[config.mk]
export PLATFORM = sky130hd
export DESIGN_NAME = content_protect_control_reg
export DESIGN_NICKNAME = d
export VERILOG_FILES = /design/src/hdl/cpc_pkg.sv /design/src/hdl/content_protect_control_reg.sv /design/src/hdl/cpc_axil_port.sv /design/src/hdl/cpc_video_select.sv
export SDC_FILE = /design/constraint.sdc
export NUM_CORES = 1
export LEC_CHECK = 0
export BUFFER_PORTS_ARGS = -buffer_cell sky130_fd_sc_hd__buf_2
export CAP_MARGIN = 10
export CORE_MARGIN = 2
export CORE_UTILIZATION = 45
export DETAILED_ROUTE_END_ITERATION = 12
export PLACE_DENSITY_LB_ADDON = 0.1
export REMOVE_ABC_BUFFERS = 1
export SLEW_MARGIN = 10
export SYNTH_ARGS = -nofsm -noshare
export SYNTH_HDL_FRONTEND = slang
export SYNTH_SLANG_ARGS = --single-unit
[constraint.sdc]
create_clock -name aclk -period 4.3 [get_ports aclk]
set_input_delay 0.645 -clock aclk [delete_from_list [all_inputs] [get_ports aclk]]
set_output_delay 0.645 -clock aclk [all_outputs]
set_load 0.005 [all_outputs]
[src/hdl/cpc_pkg.sv]
// Register map, field layout and carriers of the protection control block
package cpc_pkg;
   localparam int ADDR_W = 12;
   localparam logic [7:0] IDX_CFG = 8'hc2;
   localparam logic [7:0] IDX_CTL = 8'hc3;
   localparam logic [7:0] IDX_STS = 8'hc4;
   localparam logic [ADDR_W-1:0] ADDR_CFG = {2'b00, IDX_CFG, 2'b00};
   localparam logic [ADDR_W-1:0] ADDR_CTL = {2'b00, IDX_CTL, 2'b00};
   localparam logic [ADDR_W-1:0] ADDR_STS = {2'b00, IDX_STS, 2'b00};
   localparam logic [7:0] CTL_RESET = 8'h00;
   localparam logic [7:0] CFG_RESET = 8'h00;
   localparam logic [7:0] CFG_MASK = 8'h38;
   localparam int B_ENG_RST = 7;
   localparam int B_RSVD = 6;
   localparam int B_LIST_OK = 5;
   localparam int B_KEY_OK = 4;
   localparam int B_ENC_OFF = 3;
   localparam int B_ENC_ON = 2;
   localparam int B_AUTH_DIS = 1;
   localparam int B_AUTH_EN = 0;
   localparam int B_RPTR = 5;
   localparam int B_MODE_HI = 4;
   localparam int B_MODE_LO = 3;
   localparam int S_LIST_RDY = 2;
   localparam int S_KEY_RDY = 1;
   localparam int S_AUTHED = 0;
   localparam logic [1:0] ENC_ALWAYS = 2'b10;
   localparam logic [1:0] RESP_OKAY = 2'b00;
   localparam logic [1:0] RESP_SLVERR = 2'b10;
   localparam logic [23:0] BLUE_RGB = 24'h0000ff;
   localparam logic [23:0] KS_SEED = 24'h5a5a5a;

   typedef struct packed {
      logic en;
      logic [ADDR_W-1:0] addr;
      logic [31:0] data;
      logic [3:0] strb;
   } reg_wr_t;

   typedef struct packed {
      logic de;
      logic [23:0] rgb;
   } vid_t;

   typedef enum logic [2:0] {
      A_OFF = 3'b000,
      A_FETCH = 3'b001,
      A_KEY_WAIT = 3'b011,
      A_LIST_WAIT = 3'b010,
      A_DONE = 3'b110
   } auth_state_t;
endpackage : cpc_pkg

[src/hdl/content_protect_control_reg.sv]
// Protection control register, authentication sequencer and video gating
//
// Chosen here: register access over AXI4-Lite.
`timescale 1ns/1ps
module content_protect_control_reg
   import cpc_pkg::*;
(
   input wire logic aclk,
   input wire logic aresetn,
   input wire logic [ADDR_W-1:0] awaddr,
   input wire logic awvalid,
   output logic awready,
   input wire logic [31:0] wdata,
   input wire logic [3:0] wstrb,
   input wire logic wvalid,
   output logic wready,
   output logic [1:0] bresp,
   output logic bvalid,
   input wire logic bready,
   input wire logic [ADDR_W-1:0] araddr,
   input wire logic arvalid,
   output logic arready,
   output logic [31:0] rdata,
   output logic [1:0] rresp,
   output logic rvalid,
   input wire logic rready,
   input wire logic key_fetched,
   input wire logic list_fetched,
   input wire logic link_lost,
   input wire vid_t vid_in,
   output vid_t vid_out,
   output logic authed_reg
);
   reg_wr_t wr;
   logic rd_en;
   logic [ADDR_W-1:0] rd_addr;
   logic [31:0] rd_data;
   logic wr_hit;
   logic rd_hit;
   logic [2:0] pin_meta_reg;
   logic [2:0] pin_sync_reg;
   logic [2:0] pin_prev_reg;
   logic key_rise;
   logic list_rise;
   logic lost;
   logic wr_ctl;
   logic wr_cfg;
   logic [7:0] wd;
   logic eng_rst;
   logic auth_dis;
   logic auth_go;
   logic key_ok_set;
   logic list_ok_set;
   logic enc_always;
   logic enc_eff;
   logic rptr;
   logic key_rdy_set;
   logic advance_list;
   logic auth_en_reg;
   logic key_ok_reg;
   logic list_ok_reg;
   logic encrypt_on_reg;
   logic key_rdy_reg;
   logic list_rdy_reg;
   logic [7:0] cfg_reg;
   logic [7:0] ctl_view;
   auth_state_t state_reg;
   auth_state_t state_next;

   cpc_axil_port u_port (
      .aclk(aclk),
      .aresetn(aresetn),
      .awaddr(awaddr),
      .awvalid(awvalid),
      .awready(awready),
      .wdata(wdata),
      .wstrb(wstrb),
      .wvalid(wvalid),
      .wready(wready),
      .bresp(bresp),
      .bvalid(bvalid),
      .bready(bready),
      .araddr(araddr),
      .arvalid(arvalid),
      .arready(arready),
      .rdata(rdata),
      .rresp(rresp),
      .rvalid(rvalid),
      .rready(rready),
      .wr(wr),
      .wr_hit(wr_hit),
      .rd_en(rd_en),
      .rd_addr(rd_addr),
      .rd_hit(rd_hit),
      .rd_data(rd_data)
   );

   // Link status pins: two-stage synchronisers, edge detect after on key and list; link loss is used as a level
   generate
      for (genvar i = 0; i < 3; i++)
      begin : g_sync
         always_ff @(posedge aclk)
         begin
            if (!aresetn)
            begin
               pin_meta_reg[i] <= 1'b0;
               pin_sync_reg[i] <= 1'b0;
               pin_prev_reg[i] <= 1'b0;
            end
            else
            begin
               pin_meta_reg[i] <= (i == 0) ? key_fetched :
                                  (i == 1) ? list_fetched : link_lost;
               pin_sync_reg[i] <= pin_meta_reg[i];
               pin_prev_reg[i] <= pin_sync_reg[i];
            end
         end
      end
   endgenerate

   assign key_rise = pin_sync_reg[0] && !pin_prev_reg[0];
   assign list_rise = pin_sync_reg[1] && !pin_prev_reg[1];
   assign lost = pin_sync_reg[2];

   // Write decode; only byte lane 0 carries the 8-bit registers
   assign wd = wr.data[7:0];
   assign wr_hit = (wr.addr == ADDR_CTL) || (wr.addr == ADDR_CFG) ||
                   (wr.addr == ADDR_STS);
   assign wr_ctl = wr.en && wr.strb[0] && (wr.addr == ADDR_CTL);
   assign wr_cfg = wr.en && wr.strb[0] && (wr.addr == ADDR_CFG);
   assign eng_rst = wr_ctl && wd[B_ENG_RST];
   assign auth_dis = wr_ctl && wd[B_AUTH_DIS];
   assign auth_go = wr_ctl && wd[B_AUTH_EN] && !eng_rst && !auth_dis;
   assign key_ok_set = wr_ctl && wd[B_KEY_OK];
   assign list_ok_set = wr_ctl && wd[B_LIST_OK];
   assign rptr = cfg_reg[B_RPTR];
   assign enc_always = cfg_reg[B_MODE_HI:B_MODE_LO] == ENC_ALWAYS;
   assign enc_eff = enc_always || encrypt_on_reg;
   assign key_rdy_set = (state_reg == A_FETCH) && key_rise &&
                        !lost && !eng_rst && !auth_dis && !auth_go;
   assign advance_list = (state_reg == A_LIST_WAIT) && list_rdy_reg &&
                         list_ok_reg && !lost;

   always_ff @(posedge aclk)
   begin
      if (!aresetn)
         cfg_reg <= CFG_RESET;
      else if (wr_cfg)
         cfg_reg <= wd & CFG_MASK;
   end

   always_ff @(posedge aclk)
   begin
      if (!aresetn)
         auth_en_reg <= 1'b0;
      else if (eng_rst || auth_dis)
         auth_en_reg <= 1'b0;
      else if (auth_go)
         auth_en_reg <= 1'b1;
   end

   // Authentication sequencer
   always_comb
   begin
      state_next = state_reg;
      if (eng_rst || auth_dis)
         state_next = A_OFF;
      else if (auth_go)
         state_next = A_FETCH;
      else if (lost && state_reg != A_OFF)
         state_next = A_FETCH;
      else
         case (state_reg)
            A_OFF: state_next = A_OFF;
            A_FETCH:
               if (key_rise)
                  state_next = A_KEY_WAIT;
            A_KEY_WAIT:
               if (rptr)
                  state_next = A_LIST_WAIT;
               else if (key_ok_reg)
                  state_next = A_DONE;
            A_LIST_WAIT:
               if (advance_list)
                  state_next = A_DONE;
            A_DONE: state_next = A_DONE;
            default: state_next = A_OFF;
         endcase
   end

   always_ff @(posedge aclk)
   begin
      if (!aresetn)
      begin
         state_reg <= A_OFF;
         authed_reg <= 1'b0;
      end
      else
      begin
         state_reg <= state_next;
         authed_reg <= state_next == A_DONE;
      end
   end

   // Software set wins over the hardware clear in the same cycle
   always_ff @(posedge aclk)
   begin
      if (!aresetn)
         key_ok_reg <= 1'b0;
      else if (key_ok_set)
         key_ok_reg <= 1'b1;
      else if (key_rdy_set || eng_rst)
         key_ok_reg <= 1'b0;
   end

   always_ff @(posedge aclk)
   begin
      if (!aresetn)
         list_ok_reg <= 1'b0;
      else if (list_ok_set)
         list_ok_reg <= 1'b1;
      else if (advance_list || eng_rst)
         list_ok_reg <= 1'b0;
   end

   always_ff @(posedge aclk)
   begin
      if (!aresetn)
         key_rdy_reg <= 1'b0;
      else if (key_rdy_set)
         key_rdy_reg <= 1'b1;
      else if (key_ok_set || state_next == A_OFF ||
               state_next == A_FETCH)
         key_rdy_reg <= 1'b0;
   end

   always_ff @(posedge aclk)
   begin
      if (!aresetn)
         list_rdy_reg <= 1'b0;
      else if (state_reg == A_LIST_WAIT && list_rise && !lost)
         list_rdy_reg <= 1'b1;
      else if (state_next != A_LIST_WAIT)
         list_rdy_reg <= 1'b0;
   end

   // Encryption enable; frozen while always-encrypt is selected
   always_ff @(posedge aclk)
   begin
      if (!aresetn)
         encrypt_on_reg <= 1'b0;
      else if (wr_ctl && !enc_always)
         encrypt_on_reg <= wd[B_ENC_ON] && !wd[B_ENC_OFF];
   end

   // Pulse bits 7, 3, 1 and reserved bit 6 always read zero
   assign ctl_view = {1'b0, 1'b0, list_ok_reg, key_ok_reg, 1'b0,
                      enc_eff, 1'b0, auth_en_reg};

   always_comb
   begin
      rd_hit = 1'b1;
      rd_data = 32'h0000_0000;
      case (rd_addr)
         ADDR_CTL: rd_data[7:0] = ctl_view;
         ADDR_CFG: rd_data[7:0] = cfg_reg;
         ADDR_STS: rd_data[S_LIST_RDY:S_AUTHED] =
            {list_rdy_reg, key_rdy_reg, authed_reg};
         default: rd_hit = 1'b0;
      endcase
   end

   cpc_video_select u_vid (
      .aclk(aclk),
      .aresetn(aresetn),
      .vid_in(vid_in),
      .enc_en(enc_eff),
      .authed(authed_reg),
      .vid_out(vid_out)
   );
endmodule : content_protect_control_reg

[src/hdl/cpc_axil_port.sv]
// AXI4-Lite slave front end of the protection control block
`timescale 1ns/1ps
module cpc_axil_port
   import cpc_pkg::*;
(
   input wire logic aclk,
   input wire logic aresetn,
   input wire logic [ADDR_W-1:0] awaddr,
   input wire logic awvalid,
   output logic awready,
   input wire logic [31:0] wdata,
   input wire logic [3:0] wstrb,
   input wire logic wvalid,
   output logic wready,
   output logic [1:0] bresp,
   output logic bvalid,
   input wire logic bready,
   input wire logic [ADDR_W-1:0] araddr,
   input wire logic arvalid,
   output logic arready,
   output logic [31:0] rdata,
   output logic [1:0] rresp,
   output logic rvalid,
   input wire logic rready,
   output reg_wr_t wr,
   input wire logic wr_hit,
   output logic rd_en,
   output logic [ADDR_W-1:0] rd_addr,
   input wire logic rd_hit,
   input wire logic [31:0] rd_data
);
   logic aw_full_reg;
   logic w_full_reg;
   logic rd_pend_reg;
   logic [ADDR_W-1:0] waddr_reg;
   logic [31:0] wdata_reg;
   logic [3:0] wstrb_reg;

   // Address and data held until both are in and no response is pending
   assign wr = '{en: aw_full_reg && w_full_reg && !bvalid,
                 addr: waddr_reg, data: wdata_reg, strb: wstrb_reg};
   assign rd_en = rd_pend_reg && !rvalid;

   always_ff @(posedge aclk)
   begin
      if (!aresetn)
      begin
         aw_full_reg <= 1'b0;
         w_full_reg <= 1'b0;
         awready <= 1'b1;
         wready <= 1'b1;
         bvalid <= 1'b0;
         bresp <= RESP_OKAY;
         waddr_reg <= '0;
         wdata_reg <= '0;
         wstrb_reg <= '0;
      end
      else
      begin
         if (awvalid && awready)
         begin
            aw_full_reg <= 1'b1;
            awready <= 1'b0;
            waddr_reg <= awaddr;
         end
         if (wvalid && wready)
         begin
            w_full_reg <= 1'b1;
            wready <= 1'b0;
            wdata_reg <= wdata;
            wstrb_reg <= wstrb;
         end
         if (wr.en)
         begin
            aw_full_reg <= 1'b0;
            w_full_reg <= 1'b0;
            bvalid <= 1'b1;
            bresp <= wr_hit ? RESP_OKAY : RESP_SLVERR;
         end
         if (bvalid && bready)
         begin
            bvalid <= 1'b0;
            awready <= 1'b1;
            wready <= 1'b1;
         end
      end
   end

   always_ff @(posedge aclk)
   begin
      if (!aresetn)
      begin
         rd_pend_reg <= 1'b0;
         arready <= 1'b1;
         rvalid <= 1'b0;
         rdata <= '0;
         rresp <= RESP_OKAY;
         rd_addr <= '0;
      end
      else
      begin
         if (arvalid && arready)
         begin
            rd_pend_reg <= 1'b1;
            arready <= 1'b0;
            rd_addr <= araddr;
         end
         if (rd_en)
         begin
            rd_pend_reg <= 1'b0;
            rvalid <= 1'b1;
            rdata <= rd_hit ? rd_data : 32'h0000_0000;
            rresp <= rd_hit ? RESP_OKAY : RESP_SLVERR;
         end
         if (rvalid && rready)
         begin
            rvalid <= 1'b0;
            arready <= 1'b1;
         end
      end
   end
endmodule : cpc_axil_port

[src/hdl/cpc_video_select.sv]
// Video output selector: cipher stand-in, blue screen or pass-through
`timescale 1ns/1ps
module cpc_video_select
   import cpc_pkg::*;
(
   input wire logic aclk,
   input wire logic aresetn,
   input wire vid_t vid_in,
   input wire logic enc_en,
   input wire logic authed,
   output vid_t vid_out
);
   logic [23:0] ks_reg;

   // Keystream advances only on encrypted active pixels
   always_ff @(posedge aclk)
   begin
      if (!aresetn || !authed)
         ks_reg <= KS_SEED;
      else if (enc_en && vid_in.de)
         ks_reg <= {ks_reg[22:0],
                    ks_reg[23] ^ ks_reg[22] ^ ks_reg[21] ^ ks_reg[16]};
   end

   always_ff @(posedge aclk)
   begin
      if (!aresetn)
         vid_out <= '0;
      else if (enc_en && authed)
         vid_out <= '{de: vid_in.de, rgb: vid_in.rgb ^ ks_reg};
      else if (enc_en)
         vid_out <= '{de: vid_in.de, rgb: BLUE_RGB};
      else
         vid_out <= vid_in;
   end
endmodule : cpc_video_select

==> results.md, run 1 <==
- WP data required: 4640 ps
- Post-placement setup slack: 2090 ps
- Global-route wire length before repair: 16.8 mm
- Total track usage: 18.5%
- TritonRoute pass-1 iters: 4
- Die outline height: 107 um
- Cell leakage power: 2.45 nW
- Residual DRC: 0
- Setup tns final: 0 ps
- CTS tree: done
- Hold/Removal Path Class: in2reg
- Flip-flop count of the largest register, all copies and words added: 25
- Nets@finish: 757
- Setup repair after global routing missed its margin: false
- Area of the die: 11500 um^2
- Number of hold buffers added after CTS: 0
- Total setup buffers inserted after CTS: 0
- Buffer cell driving the clock tree root: sky130_fd_sc_hd__clkbuf_8
- Final wirelength: 10.2 mm
- Antenna diode count: 0
- Register bit count reported by yosys: 118
- Share of the core filled with cells in the final layout: 56.6%
- Worst Slack Setup Final: 2170 ps
- Count of boundary I/O pins: 162
- Worst-case hold path end point: u_port.wready
- Total clock sinks: 118
- Fill cell instance count of the final layout: 970
- Setup Crit Path Kind: reg2reg
- Highest ir drop seen on vdd: 240 uV
- Final period util: 49.5%
- Worst-margin pin slew: 1010 ps
- Number of global-route vias before repair: 3719
- Clk pin slew, worst setup/hold paths: 60 ps
- Via count: 3992
- Status: complete, no violations
- Average footprint of a synthesized cell: 8.47 um^2
- Number of max-slew violations in the final report: 0
- EDFF count, synth: 0
- Post-route ant nets: 0
- Path depth of the worst reg2reg path: 4
- Layout cell share with drive strength beyond 1: 22.8%
- Crit start category: flop
- Reg-to-Reg Start: cfg_reg[4]
- Worst reg2reg setup slack: 2170 ps
- Endpoint kind of the worst setup timing path: flop
- Cells after synthesis: 565
- Synth top cells by count: sky130_fd_sc_hd__nand2_1, sky130_fd_sc_hd__dfxtp_1, sky130_fd_sc_hd__a21oi_1
- Most numerous cell in the Yosys netlist: sky130_fd_sc_hd__nand2_1
- Initial Utilization: 46.4%
- Initial DRC Count: 119
- Number of library cell types mapped by synthesis: 52
- Cell area power density: 447 nW/um^2
- Initial antenna violation count: 0
- Clock buffer count from CTS: 17
- Final hold viol count: 0
- Highest fanout seen on the critical path: 20
- Placeable core area: 10300 um^2
- Number of H-tree branching levels: 4
- Clk_lat worst skew: 500 ps
- Maximum root-to-sink buffer count: 2
- Arrival time of data at the critical path endpoint: 2470 ps
- Clock skew after layout: 8.82 ps
- Share of the synthesized area in the top cell type: 49.3%
- Relative max-transition margin: 32.0%
- Standard-cell rows: 37
- FF-to-FF End: u_vid.vid_out[20]
- Final weighted congestion of routability-driven global placement: 0.784
- Total congestion overflow after global routing: 0
- Quantity of I/O buffers inserted on ports: 105
- Half-perimeter wire length after detailed placement: 7.07 mm
- Cell accounting for the most synthesized area: sky130_fd_sc_hd__dfxtp_1
- Clock period minus worst slack: 2130 ps
- Commonest register cell after synthesis: sky130_fd_sc_hd__dfxtp_1
- Area of the mapped netlist: 4790 um^2
- Via count normalized by instance count: 4.92
- Number of cells traversed by the worst hold path: 2
- Die extent in x: 107 um
- Area growth from synthesis to layout: 22.0%
- Number of maximum-capacitance violations: 0
- Gates resized, CTS repair: 0
- Total design power: 2.61 mW
- Post-synthesis sequential area ratio: 49.3%
- Largest cells by area after synthesis: sky130_fd_sc_hd__dfxtp_1, sky130_fd_sc_hd__nand2_1, sky130_fd_sc_hd__a21oi_1
- Final-report setup violation count: 0
- Highest attainable clock frequency: 0.470 GHz
- Warnings from Yosys: 0
- Post-synthesis async set-or-reset flop share: 0%
- Pin count of the biggest net entering global routing: 47
- Wirelength per Cell: 12.6 um
- Hold path startpoint: wvalid
## layout by cell type (no fill, tap or decap), types with 5 or more instances in the layout
master and count:
sky130_fd_sc_hd__conb_1 28, sky130_fd_sc_hd__xor2_1 16, sky130_fd_sc_hd__o21ai_0 48, sky130_fd_sc_hd__nor2_1 28, sky130_fd_sc_hd__mux2i_1 10, sky130_fd_sc_hd__nand2_1 120, sky130_fd_sc_hd__buf_2 105, sky130_fd_sc_hd__a21oi_1 62
sky130_fd_sc_hd__clkinv_2 5, sky130_fd_sc_hd__inv_1 7, sky130_fd_sc_hd__dfxtp_1 118, sky130_fd_sc_hd__nand3_1 18, sky130_fd_sc_hd__and2_1 14, sky130_fd_sc_hd__clkbuf_16 16
## logic make-up (layout without fill, tap and decap cells)
group	Yosys count	after routing	share of synthesized area, %
simple gates	213	213	20.9
flops	118	118	49.3
other cells	1	28	0.0783
buf+inv	67	150	7.61
mux	11	11	2.33
compound gates	136	136	16.3
xor+xnor	19	19	3.48
## worst max-delay path by stage
stage / start / end / slack, ps / cells after the start
finish: cfg_reg[4] / u_vid.vid_out[20] / 2170 / 4
global route: cfg_reg[4] / u_vid.vid_out[11] / 1880 / 4
CTS: cfg_reg[4] / u_vid.vid_out[8] / 2080 / 4
detailed placement: cfg_reg[4] / u_vid.vid_out[11] / 2090 / 4
global placement: cfg_reg[4] / u_vid.vid_out[11] / 2160 / 4
floorplan: cfg_reg[4] / u_vid.ks_reg[11] / 2230 / 4
## area by class of cell
class / count / area, um^2 / share of cell area (%)
clock buffer: 19 / 422 / 7.22
clock inverter: 13 / 133 / 2.27
inverter: 9 / 33.8 / 0.578
multi-input combinational: 407 / 2160 / 37.1
sequential: 118 / 2360 / 40.4
tap: 136 / 170 / 2.91
timing repair buffer: 109 / 556 / 9.51
## critical path, stage by stage, from the launching register on
cell                      delay (ps)
sky130_fd_sc_hd__dfxtp_1         340
sky130_fd_sc_hd__nor2b_2         620
sky130_fd_sc_hd__nor2_1           90
sky130_fd_sc_hd__o21ai_1         810
sky130_fd_sc_hd__nor2_1          120
## metal layers
| metal | wire (um) | GRT usage (%) | up-vias |
|---|---|---|---|
| met5 | 0 | 0 | - |
| met4 | 37 | 5.75 | 0 |
| met3 | 696 | 5.53 | 2 |
| met2 | 5030 | 32.2 | 115 |
| met1 | 4470 | 21.7 | 1828 |
| li1 | - | - | 2047 |
## power by group
group,internal (mW),total (mW),switching [mW]
combinational,0.0669,0.148,0.0815
sequential,1.14,1.16,0.0212
clock,0.820,1.31,0.486
total,2.02,2.61,0.588
## stage by stage
| step | cells | instance area (um^2) | hold WS (ps) |
|---|---|---|---|
| 3_3_place_gp | 779 | 5290 | 417 |
| 3_5_place_dp | 779 | 5290 | 422 |
| 2_1_floorplan | 534 | 4560 | 412 |
| 4_1_cts | 811 | 5840 | 323 |
| 6_report | 811 | 5840 | 347 |
| 5_1_grt | 811 | 5840 | 318 |
Power figures use the tool's default switching activity.
==> inputs of run 2 (changes only) <==
--- a/config.mk
+++ b/config.mk
@@ -5,6 +5,7 @@
 export SDC_FILE = /design/constraint.sdc
 export NUM_CORES = 1
 export LEC_CHECK = 0
+export ABC_AREA = 1
 export BUFFER_PORTS_ARGS = -buffer_cell sky130_fd_sc_hd__buf_2
 export CAP_MARGIN = 10
 export CORE_MARGIN = 2
==> constraint.sdc (replaced) <==
create_clock -name aclk -period 1.8 [get_ports aclk]
set_input_delay 0.27 -clock aclk [delete_from_list [all_inputs] [get_ports aclk]]
set_output_delay 0.27 -clock aclk [all_outputs]
set_load 0.005 [all_outputs]
==> results.md, run 2 <==
- Total congestion overflow after global routing: 0
- Final weighted congestion of routability-driven global placement: 0.780
- Total track usage: 18.5%
- Number of maximum-capacitance violations: 0
- CP dominant cell by count: sky130_fd_sc_hd__nand2_1
- Area growth from synthesis to layout: 28.8%
- WP data required: 2200 ps
- Clk_lat worst skew: 510 ps
- Synth top cells by count: sky130_fd_sc_hd__dfxtp_1, sky130_fd_sc_hd__nor2_1, sky130_fd_sc_hd__a21oi_1, sky130_fd_sc_hd__inv_1, sky130_fd_sc_hd__nand2_1
- Clock buffer count from CTS: 17
- Via count: 4259
- Die extent in x: 108 um
- Share of the synthesized area in the top cell type: 48.2%
- Most numerous cell in the Yosys netlist: sky130_fd_sc_hd__dfxtp_1
- EDFF count, synth: 0
- Placed insts: 849
- Number of H-tree branching levels: 4
- Cell area reported after detailed placement: 5450 um^2
- Max stage delay cell, worst path: sky130_fd_sc_hd__nand2_1
- Via count normalized by instance count: 4.69
- Worst reg2reg setup slack: 220 ps
- Cell area power density: 1050 nW/um^2
- Half-perimeter wire length after detailed placement: 7.17 mm
- Relative max-transition margin: 50.8%
- Top library cells by usage in the layout, fill and taps aside: sky130_fd_sc_hd__dfxtp_1, sky130_fd_sc_hd__buf_2, sky130_fd_sc_hd__nor2_1
- Setup Crit Path Kind: reg2reg
- Die outline height: 108 um
- Post-placement setup slack: 232 ps
- Post-route ant nets: 0
- Average footprint of a synthesized cell: 7.90 um^2
- Stage delay of the slowest cell on the critical path: 340 ps
- Clk pin slew, worst setup/hold paths: 60 ps
- Buffer cell driving the clock tree root: sky130_fd_sc_hd__clkbuf_8
- Initial DRC Count: 205
- Residual DRC: 0
- Most common cell after layout, fill and taps aside: sky130_fd_sc_hd__dfxtp_1
- Area of the die: 11800 um^2
- Number of max-slew violations in the final report: 0
- Area of the mapped netlist: 4900 um^2
- Pin count of the biggest net entering global routing: 37
- Final hold viol count: 0
- Global-route wire length before repair: 17.2 mm
- Total setup buffers inserted after CTS: 0
- Area of all placed cells without fillers: 6310 um^2
- TritonRoute pass-1 iters: 5
- Commonest register cell after synthesis: sky130_fd_sc_hd__dfxtp_1
- Total clock sinks: 118
- Cell leakage power: 2.99 nW
- Wirelength per Cell: 11.5 um
- Post-synthesis sequential area ratio: 48.2%
- Warnings from Yosys: 0
- Initial Utilization: 45.6%
- Clock skew after layout: 12.0 ps
- Antenna diode count: 0
- Number of library cell types mapped by synthesis: 40
- Worst Slack Setup Final: 216 ps
- Layout cell share with drive strength beyond 1: 22.5%
- Nets@finish: 851
- Number of global-route vias before repair: 3947
- Worst-margin pin slew: 737 ps
- Final wirelength: 10.5 mm
- Standard-cell rows: 38
- Initial antenna violation count: 0
- Final period util: 88.0%
- Count of boundary I/O pins: 162
- Highest fanout seen on the critical path: 9
- Quantity of I/O buffers inserted on ports: 105
- Flip-flop count of the largest register, all copies and words added: 25
- Endpoint kind of the worst setup timing path: flop
- Cells after synthesis: 621
- Cell accounting for the most synthesized area: sky130_fd_sc_hd__dfxtp_1
- Register bit count reported by yosys: 118
- Placeable core area: 10700 um^2
- Status: complete, no violations
- Arrival time of data at the critical path endpoint: 1990 ps
- Final Instance Count excl. Fillers: 909
- Crit start category: flop
- Post-synthesis async set-or-reset flop share: 0%
- Highest ir drop seen on vdd: 554 uV
- Largest cells by area after synthesis: sky130_fd_sc_hd__dfxtp_1, sky130_fd_sc_hd__a21oi_1, sky130_fd_sc_hd__o21ai_0
- Highest attainable clock frequency: 0.631 GHz
- Setup repair after global routing missed its margin: false
- Clock period minus worst slack: 1580 ps
- Maximum root-to-sink buffer count: 2
- Final-report setup violation count: 0
- CTS tree: done
- Hold/Removal Path Class: in2reg
- Critical path, cell by cell: inv_1 -> nand2_1 -> nand2_1 -> nand2_1 -> clkinvlp_4 -> o211ai_1 -> inv_1
-- run 2: changes by cell type after synthesis, moves of 10 or more --
cell / delta
sky130_fd_sc_hd__clkbuf_1: -11
sky130_fd_sc_hd__o22ai_1: +14
sky130_fd_sc_hd__o21ai_0: +16
sky130_fd_sc_hd__mux2i_1: -10
sky130_fd_sc_hd__nor2_1: +50
sky130_fd_sc_hd__xor2_1: -16
sky130_fd_sc_hd__and2_1: -14
sky130_fd_sc_hd__inv_1: +63
sky130_fd_sc_hd__nand2_1: -55
-- run 2: worst paths after layout --
| check | start | endpoint | depth (start not counted) |
|---|---|---|---|
| worst max-delay path | cfg_reg[3] | u_vid.ks_reg[0] | 7 |
| worst min-delay path | bready | u_port.wready | 3 |
| worst max register to register | cfg_reg[3] | u_vid.ks_reg[0] | 7 |
| worst min register to register | pin_meta_reg[0] | pin_sync_reg[0] | 2 |
-- run 2: repair_timing --
action	4_1_cts	5_1_grt
hold buffers	28	0
endpoints found under the hold margin	28	0
endpoints found under the setup margin	0	1
gates resized for setup	0	1
-- run 2: through the flow --
| step | hold WS [ps] | power (mW) | setup TNS, ps | util (%) |
|---|---|---|---|---|
| floorplan | 363 | 3.12 | -1330 | - |
| global placement | 393 | 3.31 | 0 | 50.7 |
| detailed placement | 399 | 3.33 | 0 | 50.7 |
| CTS | 0.587 | 6.68 | 0 | 58.7 |
| global route | 9.34 | 6.90 | 0 | 58.8 |
| finish | 13.6 | 6.61 | 0 | 58.8 |
-- run 2: critical path: cells and delay by family, from the launching register on --
| kind | cells | cell delay [ps] |
|---|---|---|
| flip-flops | 1 | 320 |
| AND/OR/NAND/NOR | 3 | 560 |
| AO/OA/AOI/OAI | 1 | 210 |
| buffers and inverters | 3 | 380 |
-- run 2: logic make-up after synthesis --
group,synth area share [%]
compound gates,17.4
buf+inv,12.2
simple gates,20.2
flops,48.2
other cells,0.0765
xor+xnor,1.96
-- run 2: cell type report --
cell class              instances  area, um^2
clock buffers                  23         457
clock inverters                 9         125
fillers                      1001        4430
inverters                      75         285
multi-input cells             405        2050
flip-flops and latches        118        2360
well taps                     140         175
repair buffers                139         863
-- run 2: report_power, final --
| group | total (mW) | switching [mW] | internal, mW |
|---|---|---|---|
| Sequential | 2.80 | 0.0582 | 2.74 |
| Clock | 3.29 | 1.12 | 2.17 |
| Combinational | 0.524 | 0.293 | 0.231 |
| Total | 6.61 | 1.47 | 5.14 |
-- run 2: per-layer routing --
layer	global-route usage [%]	up-vias	wire, um
met2	30.4	109	4970
met3	5.42	12	565
met5	0	-	0
li1	-	2247	-
met4	7.60	0	112
met1	22.5	1891	4820
